`config.mk`:
```
export PLATFORM = sky130hd
export DESIGN_NAME = flash_sequencer
export DESIGN_NICKNAME = d
export VERILOG_FILES = /design/src/design/flash_pkg.sv /design/src/design/byte_stream_if.sv /design/src/design/byte_buffer.sv /design/src/design/flash_sequencer.sv
export SDC_FILE = /design/constraint.sdc
export NUM_CORES = 1
export LEC_CHECK = 0
export BUFFER_PORTS_ARGS = -buffer_cell sky130_fd_sc_hd__buf_2
export CAP_MARGIN = 20
export CORE_MARGIN = 5
export CORE_UTILIZATION = 54
export CTS_CLUSTER_DIAMETER = 150
export DETAILED_ROUTE_END_ITERATION = 6
export GPL_TIMING_DRIVEN = 0
export MAX_ROUTING_LAYER = met4
export PLACE_DENSITY = 0.77
export SETUP_SLACK_MARGIN = 0.02
export SYNTH_ARGS = -nofsm -noshare
export SYNTH_HDL_FRONTEND = slang
export SYNTH_SLANG_ARGS = --single-unit
```
`constraint.sdc`:
```
create_clock -name CLK -period 5.7 [get_ports CLK]
set_clock_uncertainty 0.2 [all_clocks]
set_input_delay 1.14 -clock CLK [delete_from_list [all_inputs] [get_ports CLK]]
set_output_delay 1.14 -clock CLK [all_outputs]
set_load 0.03 [all_outputs]
```
`src/design/flash_pkg.sv`:
```
package flash_pkg;

   // ****************************************************************
   // clocking and serial clock rate
   // ****************************************************************
   localparam int unsigned CLK_HZ = 25_000_000;
   localparam int unsigned CLK_PERIOD_PS = 40_000;
   // ceiling on the serial clock, about 26.67 MHz
   localparam int unsigned SCK_MIN_PERIOD_PS = 37_500;
   localparam int unsigned SCK_MIN_CLKS = (SCK_MIN_PERIOD_PS + CLK_PERIOD_PS - 1) / CLK_PERIOD_PS;
   // input path lag; a half period must outlast it so read data is settled
   localparam int unsigned SYNC_STAGES = 3;
   localparam int unsigned HALF_CLKS = (SYNC_STAGES + 1 > SCK_MIN_CLKS) ? SYNC_STAGES + 1 : SCK_MIN_CLKS;
   localparam int unsigned BIT_CLKS = 2 * HALF_CLKS;

   // ****************************************************************
   // frame geometry
   // ****************************************************************
   localparam int unsigned ADDR_MSB = 23;
   localparam int unsigned CX_EXT = 7 + (ADDR_MSB + 1);
   localparam int unsigned CX_QUAD = 1 + (ADDR_MSB + 1) / 4;
   localparam logic [4:0] CMD_CLKS_EXT = 5'h08;
   localparam logic [4:0] CMD_CLKS_QUAD = 5'h02;
   localparam logic [4:0] ADDR_CLKS_EXT = 5'h18;
   localparam logic [4:0] ADDR_CLKS_QUAD = 5'h06;
   localparam logic [4:0] BYTE_CLKS_EXT = 5'h08;
   localparam logic [4:0] BYTE_CLKS_QUAD = 5'h02;
   // last clock position of a register write frame
   localparam int unsigned REGW_POS_EXT = 23;
   localparam int unsigned REGW_POS_QUAD = 5;
   localparam logic [8:0] REGW_MIN_BYTES = 9'((REGW_POS_EXT + 1 - 8) / 8);
   localparam logic [7:0] PAD_BYTE = 8'hFF;
   localparam logic [3:0] OE_ALL_OFF = 4'hF;
   localparam logic [3:0] OE_QUAD = 4'h0;
   localparam logic [3:0] OE_EXT = 4'hE;

   // ****************************************************************
   // commands and sequencer states
   // ****************************************************************
   typedef enum logic [1:0] {
      K_REG_RD = 2'h0,
      K_REG_WR = 2'h1,
      K_FAST_RD = 2'h2,
      K_PROG = 2'h3
   } kind_e;

   typedef enum logic [6:0] {
      S_IDLE = 7'h01,
      S_CMD = 7'h02,
      S_ADDR = 7'h04,
      S_DUMMY = 7'h08,
      S_WDATA = 7'h10,
      S_RDATA = 7'h20,
      S_GAP = 7'h40
   } seq_e;

endpackage

```
`src/design/byte_stream_if.sv`:
```
`timescale 1ns/1ps
interface byte_stream_if;
   logic in_valid;
   logic in_ready;
   logic [7:0] in_data;
   logic out_valid;
   logic out_ready;
   logic [7:0] out_data;
   modport fill (output in_valid, output in_data, input in_ready);
   modport store (input in_valid, input in_data, output in_ready, output out_valid, output out_data,
                  input out_ready);
   modport drain (input out_valid, input out_data, output out_ready);
endinterface

```
`src/design/byte_buffer.sv`:
```
`timescale 1ns/1ps
module byte_buffer
   import flash_pkg::*;
(
   input wire logic clk,
   input wire logic reset,
   input wire logic ce,
   byte_stream_if.store bs
);

   typedef struct packed {
      logic v0;
      logic v1;
      logic [7:0] e0;
      logic [7:0] e1;
   } buf_s;

   buf_s s_reg;
   buf_s s_next;

   // head entry is what the reader sees; second entry absorbs a stall
   assign bs.out_valid = s_reg.v0;
   assign bs.out_data = s_reg.e0;
   assign bs.in_ready = !s_reg.v1;

   // pop first, then push into the first free slot
   always_comb begin
      s_next = s_reg;
      if (s_reg.v0 && bs.out_ready) begin
         s_next.e0 = s_reg.e1;
         s_next.v0 = s_reg.v1;
         s_next.v1 = 1'b0;
      end
      if (bs.in_valid && !s_reg.v1) begin
         if (s_next.v0) begin
            s_next.e1 = bs.in_data;
            s_next.v1 = 1'b1;
         end else begin
            s_next.e0 = bs.in_data;
            s_next.v0 = 1'b1;
         end
      end
   end

   always_ff @(posedge clk or posedge reset) begin
      if (reset) begin
         s_reg <= '0;
      end else if (ce) begin
         s_reg <= s_next;
      end
   end
endmodule

```
`src/design/flash_sequencer.sv`:
```
// What this block does
// - all register reads except lock register read
// - all register writes except lock register write
// - register write runs at least to clock 23 or 5
// - config register write sent low byte first
// - 24-bit address sent bit 23 down to 0
// - fast read in extended and quad protocol
// - page program in extended and quad protocol
// - extended command plus address is 8+24 clocks
// - quad command plus address is 2+24/4 clocks
// - serial clock kept below about 26.67 MHz
`timescale 1ns/1ps
module flash_sequencer
   import flash_pkg::*;
#(
   parameter logic [7:0] LOCK_RD_OP = 8'hD0,
   parameter logic [7:0] LOCK_WR_OP = 8'hD1
)(
   input wire logic CLK,
   input wire logic RESET,
   input wire logic CE,
   input wire logic CMD_VALID,
   output logic CMD_READY,
   input wire logic [1:0] CMD_KIND,
   input wire logic CMD_QUAD,
   input wire logic [7:0] CMD_OPCODE,
   input wire logic [23:0] CMD_ADDR,
   input wire logic [8:0] CMD_LEN,
   input wire logic [3:0] CMD_DUMMY,
   output logic CMD_REFUSED,
   output logic CMD_DONE,
   input wire logic WR_VALID,
   output logic WR_READY,
   input wire logic [7:0] WR_DATA,
   output logic RD_VALID,
   input wire logic RD_READY,
   output logic [7:0] RD_DATA,
   output logic SCK,
   output logic CS_N,
   input wire logic [3:0] IO_IN,
   output logic [3:0] IO_OUT,
   output logic [3:0] IO_OE_N
);

   // ****************************************************************
   // state
   // ****************************************************************
   typedef struct packed {
      seq_e st;
      kind_e kind;
      logic quad;
      logic [23:0] addr;
      logic [3:0] dummy;
      logic [2:0] div;
      logic [4:0] bits_left;
      logic [7:0] pos;
      logic [31:0] sr;
      logic [7:0] rx;
      logic [8:0] bytes_left;
      logic [8:0] real_left;
      logic need;
      logic push;
      logic [7:0] push_data;
      logic [3:0] s1;
      logic [3:0] s2;
      logic [3:0] s3;
      logic [3:0] io_f;
      logic sck;
      logic cs_n;
      logic [3:0] io_out;
      logic [3:0] io_oe_n;
      logic cmd_ready;
      logic wr_ready;
      logic refused;
      logic done;
   } seq_s;

   localparam seq_s RST_VAL = '{st: S_IDLE, kind: K_REG_RD, cs_n: 1'b1, io_oe_n: OE_ALL_OFF, default: '0};
   localparam logic [2:0] DIV_LAST = 3'(BIT_CLKS - 1);
   localparam logic [2:0] DIV_HALF = 3'(HALF_CLKS);

   seq_s s_reg;
   seq_s s_next;
   logic is_lock;

   byte_stream_if bs ();

   byte_buffer u_rx_buf (
      .clk(CLK),
      .reset(RESET),
      .ce(CE),
      .bs(bs.store)
   );

   function automatic logic [4:0] byte_clks(input logic quad);
      byte_clks = quad ? BYTE_CLKS_QUAD : BYTE_CLKS_EXT;
   endfunction

   function automatic logic is_write(input kind_e k);
      is_write = (k == K_REG_WR) || (k == K_PROG);
   endfunction

   // short register writes are stretched, zero-length reads become one byte
   function automatic logic [8:0] eff_len(input kind_e k, input logic [8:0] len);
      if (k == K_REG_WR && len < REGW_MIN_BYTES) begin
         eff_len = REGW_MIN_BYTES;
      end else if (len == 9'h000) begin
         eff_len = 9'h001;
      end else begin
         eff_len = len;
      end
   endfunction

   // ****************************************************************
   // outputs and buffer hookup
   // ****************************************************************
   assign CMD_READY = s_reg.cmd_ready;
   assign CMD_REFUSED = s_reg.refused;
   assign CMD_DONE = s_reg.done;
   assign WR_READY = s_reg.wr_ready;
   assign SCK = s_reg.sck;
   assign CS_N = s_reg.cs_n;
   assign IO_OUT = s_reg.io_out;
   assign IO_OE_N = s_reg.io_oe_n;
   assign bs.in_valid = s_reg.push;
   assign bs.in_data = s_reg.push_data;
   assign bs.out_ready = RD_READY;
   assign RD_VALID = bs.out_valid;
   assign RD_DATA = bs.out_data;

   // lock register access is the one register command turned away
   assign is_lock = (CMD_KIND == K_REG_RD && CMD_OPCODE == LOCK_RD_OP) ||
                    (CMD_KIND == K_REG_WR && CMD_OPCODE == LOCK_WR_OP);

   // ****************************************************************
   // sequencer
   // ****************************************************************
   // one serial clock per BIT_CLKS: drive at div 0, rise at half, sample and shift at the end
   always_comb begin
      logic [7:0] rx_new;
      logic stall;
      logic go_data;
      logic go_fetch;
      logic go_gap;
      rx_new = '0;
      stall = 1'b0;
      go_data = 1'b0;
      go_fetch = 1'b0;
      go_gap = 1'b0;
      s_next = s_reg;
      // pin inputs: a change counts once stages two and three agree
      s_next.s1 = IO_IN;
      s_next.s2 = s_reg.s1;
      s_next.s3 = s_reg.s2;
      if (s_reg.s2 == s_reg.s3) begin
         s_next.io_f = s_reg.s3;
      end
      s_next.refused = 1'b0;
      s_next.done = 1'b0;
      if (s_reg.push && bs.in_ready) begin
         s_next.push = 1'b0;
      end
      // bytes go out in the order given, so a config write leads with its low byte
      if (s_reg.wr_ready && WR_VALID) begin
         s_next.wr_ready = 1'b0;
         s_next.need = 1'b0;
         s_next.sr[31:24] = WR_DATA;
         s_next.real_left = s_reg.real_left - 9'h001;
      end
      // read bytes are forwarded in arrival order, low byte first for config reads
      rx_new = s_reg.quad ? {s_reg.rx[3:0], s_reg.io_f} : {s_reg.rx[6:0], s_reg.io_f[1]};
      unique case (s_reg.st)
         S_IDLE: begin
            s_next.cmd_ready = 1'b1;
            s_next.cs_n = 1'b1;
            s_next.sck = 1'b0;
            s_next.io_oe_n = OE_ALL_OFF;
            if (s_reg.cmd_ready && CMD_VALID) begin
               if (is_lock) begin
                  s_next.refused = 1'b1;
               end else begin
                  s_next.cmd_ready = 1'b0;
                  s_next.st = S_CMD;
                  s_next.cs_n = 1'b0;
                  s_next.kind = kind_e'(CMD_KIND);
                  s_next.quad = CMD_QUAD;
                  s_next.addr = CMD_ADDR;
                  s_next.dummy = CMD_DUMMY;
                  s_next.sr = {CMD_OPCODE, 24'h000000};
                  s_next.bits_left = CMD_QUAD ? CMD_CLKS_QUAD : CMD_CLKS_EXT;
                  s_next.div = 3'h0;
                  s_next.pos = 8'h00;
                  s_next.bytes_left = eff_len(kind_e'(CMD_KIND), CMD_LEN);
                  s_next.real_left = CMD_LEN;
               end
            end
         end
         S_CMD, S_ADDR, S_DUMMY, S_WDATA, S_RDATA: begin
            stall = (s_reg.st == S_WDATA && s_reg.need && s_reg.div == 3'h0) ||
                    (s_reg.st == S_RDATA && s_reg.div == DIV_LAST && s_reg.push && !bs.in_ready);
            if (!stall) begin
               s_next.div = (s_reg.div == DIV_LAST) ? 3'h0 : s_reg.div + 3'h1;
               if (s_reg.div == 3'h0) begin
                  s_next.sck = 1'b0;
                  if (s_reg.st == S_DUMMY || s_reg.st == S_RDATA) begin
                     s_next.io_oe_n = OE_ALL_OFF;
                  end else begin
                     s_next.io_oe_n = s_reg.quad ? OE_QUAD : OE_EXT;
                     s_next.io_out = s_reg.quad ? s_reg.sr[31:28] : {3'h0, s_reg.sr[31]};
                  end
               end
               if (s_reg.div == DIV_HALF) begin
                  s_next.sck = 1'b1;
               end
               if (s_reg.div == DIV_LAST) begin
                  s_next.rx = rx_new;
                  s_next.sr = s_reg.quad ? {s_reg.sr[27:0], 4'h0} : {s_reg.sr[30:0], 1'b0};
                  if (s_reg.pos != 8'hFF) begin
                     s_next.pos = s_reg.pos + 8'h01;
                  end
                  s_next.bits_left = s_reg.bits_left - 5'h01;
                  if (s_reg.bits_left == 5'h01) begin
                     if (s_reg.st == S_CMD && (s_reg.kind == K_FAST_RD || s_reg.kind == K_PROG)) begin
                        s_next.st = S_ADDR;
                        s_next.sr = {s_reg.addr, 8'h00};
                        s_next.bits_left = s_reg.quad ? ADDR_CLKS_QUAD : ADDR_CLKS_EXT;
                     end else if ((s_reg.st == S_CMD || s_reg.st == S_ADDR) && s_reg.dummy != 4'h0) begin
                        s_next.st = S_DUMMY;
                        s_next.bits_left = {1'b0, s_reg.dummy};
                     end else if (s_reg.st == S_CMD || s_reg.st == S_ADDR || s_reg.st == S_DUMMY) begin
                        go_data = 1'b1;
                     end else begin
                        if (s_reg.st == S_RDATA) begin
                           s_next.push = 1'b1;
                           s_next.push_data = rx_new;
                        end
                        s_next.bytes_left = s_reg.bytes_left - 9'h001;
                        if (s_reg.bytes_left == 9'h001) begin
                           go_gap = 1'b1;
                        end else begin
                           s_next.bits_left = byte_clks(s_reg.quad);
                           go_fetch = (s_reg.st == S_WDATA);
                        end
                     end
                  end
               end
            end
            if (go_data) begin
               s_next.bits_left = byte_clks(s_reg.quad);
               if (is_write(s_reg.kind)) begin
                  s_next.st = S_WDATA;
                  go_fetch = 1'b1;
               end else begin
                  s_next.st = S_RDATA;
               end
            end
            if (go_fetch) begin
               if (s_reg.real_left != 9'h000) begin
                  s_next.wr_ready = 1'b1;
                  s_next.need = 1'b1;
               end else begin
                  s_next.sr[31:24] = PAD_BYTE;
               end
            end
            // the last high phase keeps its full length, so the clock is not cut here
            if (go_gap) begin
               s_next.st = S_GAP;
               s_next.io_oe_n = OE_ALL_OFF;
            end
         end
         S_GAP: begin
            // clock drops first, then select rises with the clock already low
            if (s_reg.div == 3'h0) begin
               s_next.sck = 1'b0;
            end
            if (!s_reg.sck) begin
               s_next.cs_n = 1'b1;
            end
            if (s_reg.div == DIV_LAST) begin
               s_next.div = 3'h0;
               s_next.st = S_IDLE;
               s_next.done = 1'b1;
            end else begin
               s_next.div = s_reg.div + 3'h1;
            end
         end
         default: begin
            s_next = RST_VAL;
         end
      endcase
   end

   always_ff @(posedge CLK or posedge RESET) begin
      if (RESET) begin
         s_reg <= RST_VAL;
      end else if (CE) begin
         s_reg <= s_next;
      end
   end
endmodule

```
==> key figures, run 1 <==
STA
  – Hold Violations, Final: 0
  – Least-Margin Pin Slew: 1.23 ns
  – Fin crit share: 78.8%
  – Final-report max-slew violation count: 0
  – Final setup viols: 0
  – Max Clk Rate: 223 MHz
  – RSZ-0062 raised after global routing: false
  – Final WS setup: 1.21 ns
  – Min cycle time layout: 4.49 ns
  – Max_slew headroom: 17.1%
  – Final TNS setup: 0 ns

Yosys
  – Sequential area share after synthesis: 46.9%
  – Mapped cell area: 8450 sq um
  – Post-synth ARST share: 100%
  – Synth cell types: 70
  – Post-synth EDFFs: 0
  – Syn Nets: 938
  – Yosys Warn Count: 0
  – Synth top area share: 45.6%
  – Avg Inst Size Synth: 9.78 sq um
  – Commonest register cell after synthesis: dfrtp_1
  – Top cells by area, synth: dfrtp_1 (46%), mux2i_1 (5.6%), a22o_1 (5.2%)
  – Synth Register Bits: 158
  – Mapped Cells: 864
  – Top post-synthesis cells by count: dfrtp_1 (154), nand2_1 (107), o21ai_0 (77)
  – Synth area leader: dfrtp_1
  – Most common cell in the netlist: dfrtp_1

Setup path
  – Startpoint class of the critical path: input pin
  – WP data arrival: 4.65 ns
  – Setup crit start: CMD_OPCODE[1]
  – WP data required: 5.86 ns
  – Setup Crit Path Kind: in2reg
  – Crit-path max FO: 10
  – Reg-to-Reg Start: s_reg[150]
  – Crit end category: flop

Finish
  – Fin util: 64.1%
  – N_diodes: 0
  – Flip-flop and latch area: 3960 sq um
  – Final #Nets: 1048
  – Syn-to-layout area delta: 15.8%
  – Max reg flops: 119
  – Footprint of the multi-input gates: 4060 sq um
  – Layout fillers: 1262
  – Share of layout cells above drive strength 1: 19.1%
  – Finished Layout Cells: 1198

Place
  – Placed insts: 1166
  – Post-DP HPWL: 16900 microns
  – Routability cong.: 0.972
  – IO Port Bufs: 88
  – Post-place setup slack: 0.868 ns

Clock tree
  – PostCTS Resize Cnt: 0
  – H-tree depth: 4
  – Post CTS Setup Buffer Count: 0
  – Clock sink count: 158
  – Clock Tree Buf Depth: 2
  – Skew-Pair Late Insertion Delay: 0.45 ns
  – CTS tree: done
  – Root Driver: clkbuf_16
  – Hold Buf Count CTS: 0
  – Num CTS Buffers: 17
  – Worst-path clk slew: 0.07 ns

GRT
  – Total global routing overflow: 0
  – GR Util All Layers: 27.3%
  – First-pass GRT wire length: 38100 microns
  – Initial antenna violation count: 0
  – Number of global-route vias before repair: 7163
  – Largest net degree at the start of global routing: 125

Route
  – Initial DRC Count: 798
  – Via Count: 7522
  – Drt pass-1 iters: 5
  – DRT Wirelength: 23900 microns
  – Post-route ant nets: 0
  – DR vias/cell: 6.28
  – WL per Instance: 19.9 microns
  – Post-route DRC: 0

Die
  – Std cell rows: 45
  – Die area: 18200 sq um
  – Starting Density: 55.4%
  – Die width: 135 microns
  – Die Ht: 135 microns
  – Core footprint: 15300 sq um
  – IO Count: 89

Hold path
  – Worst hold path type: reg2reg
  – Hold_sp: IO_OUT[3]

Power and ir drop
  – Total power: 0.00367 W
  – Max VDD drop: 0.000257 V
  – Power Dens Cells: 375 nW/um^2
  – P_leak: 4.53 nW

Outcome
  – Status: complete, no violations

Job
  – Max-cap violations: 0
-- worst max-delay path, cell delays in order --
cell and delay (ns):
buf_2 0.12, or4_1 0.61, o311ai_0 1.03, o21ai_0 0.43, o211ai_1 0.47, clkbuf_1 0.58, a21oi_1 0.09, o22ai_1 0.18
-- metrics by stage --
step	hold slack, ns	area (sq um)
2_1_floorplan	0.240	8450
3_3_place_gp	0.264	9150
3_5_place_dp	0.270	9200
4_1_cts	0.284	9780
5_1_grt	0.309	9780
6_report	0.286	9780
-- where the power goes --
part / switching, W / leakage (nW) / internal (W) / total (W)
combinational: 0.000751 / 2.09 / 0.000399 / 0.00115
sequential: 0.000122 / 2.16 / 0.00127 / 0.00139
clock: 0.000512 / 0.278 / 0.000615 / 0.00113
total: 0.00138 / 4.53 / 0.00229 / 0.00367
-- area by class of cell --
| cell class | count | share of cell area, % |
|---|---|---|
| well taps | 211 | 2.70 |
| clock inverters | 15 | 1.57 |
| flip-flops and latches | 158 | 40.5 |
| inverters | 20 | 0.844 |
| multi-input cells | 613 | 41.5 |
| repair buffers | 91 | 4.91 |
| plain buffers | 73 | 3.68 |
| clock buffers | 17 | 4.35 |
-- kinds of logic (layout without fill, tap and decap cells) --
group,after synthesis,after routing,synth area share (%)
XOR/XNOR,12,12,1.24
multiplexers,72,72,8.90
adder cells (fa/ha/maj),8,8,1.19
buffers and inverters,93,216,5.16
AO/OA/AOI/OAI,262,262,21.6
AND/OR/NAND/NOR,259,259,15.0
flip-flops,158,158,46.9
-- placed cells by master, fill, tap and decap left out, types with 22 or more instances in the layout --
master,n
o21ai_0,77
clkbuf_1,48
dfrtp_1,154
nand2_1,107
nand3_1,24
buf_2,92
a21oi_1,22
nor2_1,33
mux2_2,25
mux2i_1,47
o2bb2ai_1,24
a22o_1,50
-- path summary, 6_finish.rpt --
kind                                      end  cells past startpoint  slack, ns
max in group asynchronous       bs.in_data[5]                      3       3.91
min in group asynchronous          s_reg[139]                      2       0.46
worst max register to register       WR_READY                      8       1.78
worst min-delay path                IO_OUT[3]                      2       0.29
worst min register to register      IO_OUT[3]                      2       0.29
worst max-delay path                s_reg[55]                      8       1.21
-- per-layer routing --
metal	global-route usage, %	vias up	part of all wire [%]
met5	-	-	0
met4	9.01	0	2.9
met3	5.92	57	7.4
met2	42.4	303	48
met1	36.1	3737	42
li1	-	3425	-
No activity file was read; power rests on OpenSTA's default activity.
==> run 2, diff against run 1 <==
==> constraint.sdc (replaced) <==
create_clock -name CLK -period 4 [get_ports CLK]
set_clock_uncertainty 0.2 [all_clocks]
set_input_delay 0.8 -clock CLK [delete_from_list [all_inputs] [get_ports CLK]]
set_output_delay 0.8 -clock CLK [all_outputs]
set_load 0.03 [all_outputs]
==> run 2 against run 1 <==
  * Core utilization increased by 0.39 points
  * Sequential share of layout area decreased by 0.24 points
  * Sequential cell count did not move
  * Cell area grew 0.60%
  * Combinational power is 43% higher
  * Clock-buffer cell count grew 2
  * Global-route usage up 0.13 points
  * Register-to-register slack got worse by 1.6 ns
==> key figures, run 2 (same netlist as run 1, synthesis figures left out) <==
Power and ir drop
  – Power Dens Cells: 530 nW/um^2 (+41%)
  – Max VDD drop: 0.000342 V (+33%)
  – P_leak: 4.55 nW (+0.43%)

Clock tree
  – Worst-path clk slew: 0.06 ns (about the same)
  – CTS tree: done
  – Hold Buf Count CTS: 0 (unchanged)
  – Num CTS Buffers: 17 (unchanged)
  – Skew-Pair Late Insertion Delay: 0.44 ns (about the same)
  – Clock sink count: 158 (unchanged)
  – Clock Tree Buf Depth: 2 (unchanged)
  – Root Driver: clkbuf_16
  – H-tree depth: 4 (unchanged)

Place
  – IO Port Bufs: 88 (unchanged)
  – Post-DP HPWL: 17200 microns (+1.7%)
  – Routability cong.: 0.952 (-2.1%)
  – Post-place setup slack: -0.332 ns (-1.20 ns)
  – Placed insts: 1169 (+0.26%)

Route
  – DRT Wirelength: 24000 microns (+0.57%)
  – Drt pass-1 iters: 6 (+1)
  – Post-route ant nets: 0 (unchanged)
  – DR vias/cell: 6.26 (-0.26%)
  – WL per Instance: 20.0 microns (+0.15%)
  – Initial DRC Count: 819 (+2.6%)
  – Post-route DRC: 0 (unchanged)
  – Via Count: 7534 (+0.16%)

Setup path
  – Startpoint class of the critical path: flop
  – RR Endpoint: s_reg[120]
  – WP data arrival: 3.91 ns (-0.74 ns)
  – Setup Crit Path Kind: reg2reg
  – Reg-to-Reg Start: s_reg[145]
  – WP data required: 4.12 ns (-1.74 ns)
  – Setup crit start: s_reg[145]
  – CP endpoint: s_reg[120]
  – Reg-to-reg slack, setup: 0.21 ns (-1.57 ns)
  – Crit-path max FO: 10 (unchanged)
  – Crit end category: flop
  – Reg2reg path depth: 9 (+1)

STA
  – Least-Margin Pin Slew: 0.923 ns (-0.304 ns)
  – Hold Violations, Final: 0 (unchanged)
  – Max_slew headroom: 38.0% (+21 points)
  – Min cycle time layout: 3.79 ns
  – Max Clk Rate: 264 MHz
  – RSZ-0062 raised after global routing: false
  – Final WS setup: 0.214 ns (-0.997 ns)
  – Final-report max-slew violation count: 0 (unchanged)
  – Fin crit share: 94.7%
  – Final TNS setup: 0 ns (unchanged)
  – Final setup viols: 0 (unchanged)

Finish
  – Share of layout cells above drive strength 1: 19.6% (+0.43 points)
  – Final #Nets: 1052 (+0.38%)
  – Finished Layout Cells: 1203 (+0.42%)
  – Max reg flops: 119 (unchanged)
  – Commonest non-fill, non-tap cell in the layout: dfrtp_1
  – Syn-to-layout area delta: 16.5%
  – Most frequent cells in the layout: dfrtp_1 (154), nand2_1 (107), buf_2 (92), o21ai_0 (77), a22o_1 (50)
  – Fin util: 64.5% (+0.39 points)

Job
  – Max-cap violations: 0 (unchanged)

GRT
  – Number of global-route vias before repair: 7264 (+1.4%)
  – GR Util All Layers: 27.5% (+0.13 points)
  – Total global routing overflow: 0 (unchanged)
  – Initial antenna violation count: 0 (unchanged)
  – Largest net degree at the start of global routing: 43 (-66%)
  – First-pass GRT wire length: 38300 microns (+0.58%)

Hold path
  – Worst hold path type: in2async

Die
  – IO Count: 89 (unchanged)
  – Core footprint: 15300 sq um (unchanged)
  – Std cell rows: 45 (unchanged)
  – Die width: 135 microns (unchanged)
  – Die Ht: 135 microns (unchanged)
  – Starting Density: 55.4% (unchanged)
  – Die area: 18200 sq um (unchanged)

Outcome
  – Status: complete, no violations
==> run 2: where the power goes <==
group	internal (W)	total, W	leakage, nW	switching [W]
sequential	0.00181	0.00199	2.16	0.000174
combinational	0.000575	0.00164	2.12	0.00107
clock	0.000884	0.00159	0.269	0.000706
==> run 2: critical path: stages (launching register included) <==
cell and delay (ns):
dfstp_2 0.51, clkbuf_1 0.29, nor4_1 0.17, and2_1 0.18
clkbuf_1 0.17, nor3_1 0.78, buf_2 0.41, nand3_1 0.30
clkbuf_1 0.36, a22o_1 0.30
==> run 2: how the worst min path moves through the flow <==
stage | from | slack, ns | to | cells past startpoint
5_1_grt | RESET | 0.1 | s_reg[150] | 2
3_3_place_gp | s_reg[64] | 0.26 | s_reg[64] | 2
6_report | RESET | 0.09 | s_reg[150] | 2
4_1_cts | RESET | 0.09 | s_reg[150] | 2
2_1_floorplan | s_reg[39] | 0.24 | s_reg[39] | 2
3_5_place_dp | s_reg[64] | 0.27 | s_reg[64] | 2
==> run 2: cell type report <==
| type | count | area, sq um |
|---|---|---|
| well taps | 211 | 264 |
| multi-input cells | 613 | 4070 |
| repair buffers | 95 | 538 |
| plain buffers | 73 | 360 |
| clock inverters | 13 | 129 |
| clock buffers | 19 | 443 |
| flip-flops and latches | 158 | 3960 |
| fillers | 1268 | 5420 |
| diodes | 1 | 2.50 |
| inverters | 20 | 78.8 |
==> run 2: timing repair <==
item / 4_1_cts / 5_1_grt
buffers inserted: 0 / 0
setup endpoints to repair: 0 / 27
gates resized for setup: 0 / 2
==> run 2: metrics by stage <==
step	hold slack [ns]	cell area, sq um	power [W]
after global routing	0.0961	9840	0.00545
after CTS	0.0869	9820	0.00519
after floorplan	0.240	8450	0.00310
after detailed placement	0.269	9250	0.00361
after global placement	0.261	9150	0.00355
final	0.0894	9840	0.00522
==> run 2: layer usage <==
layer | GRT usage, % | vias to the layer above | wire, microns
li1 | - | 3426 | -
met5 | - | - | 0
met2 | 42.2 | 353 | 11500
met1 | 36.0 | 3700 | 9970
met4 | 10.6 | 0 | 663
met3 | 5.77 | 55 | 1920
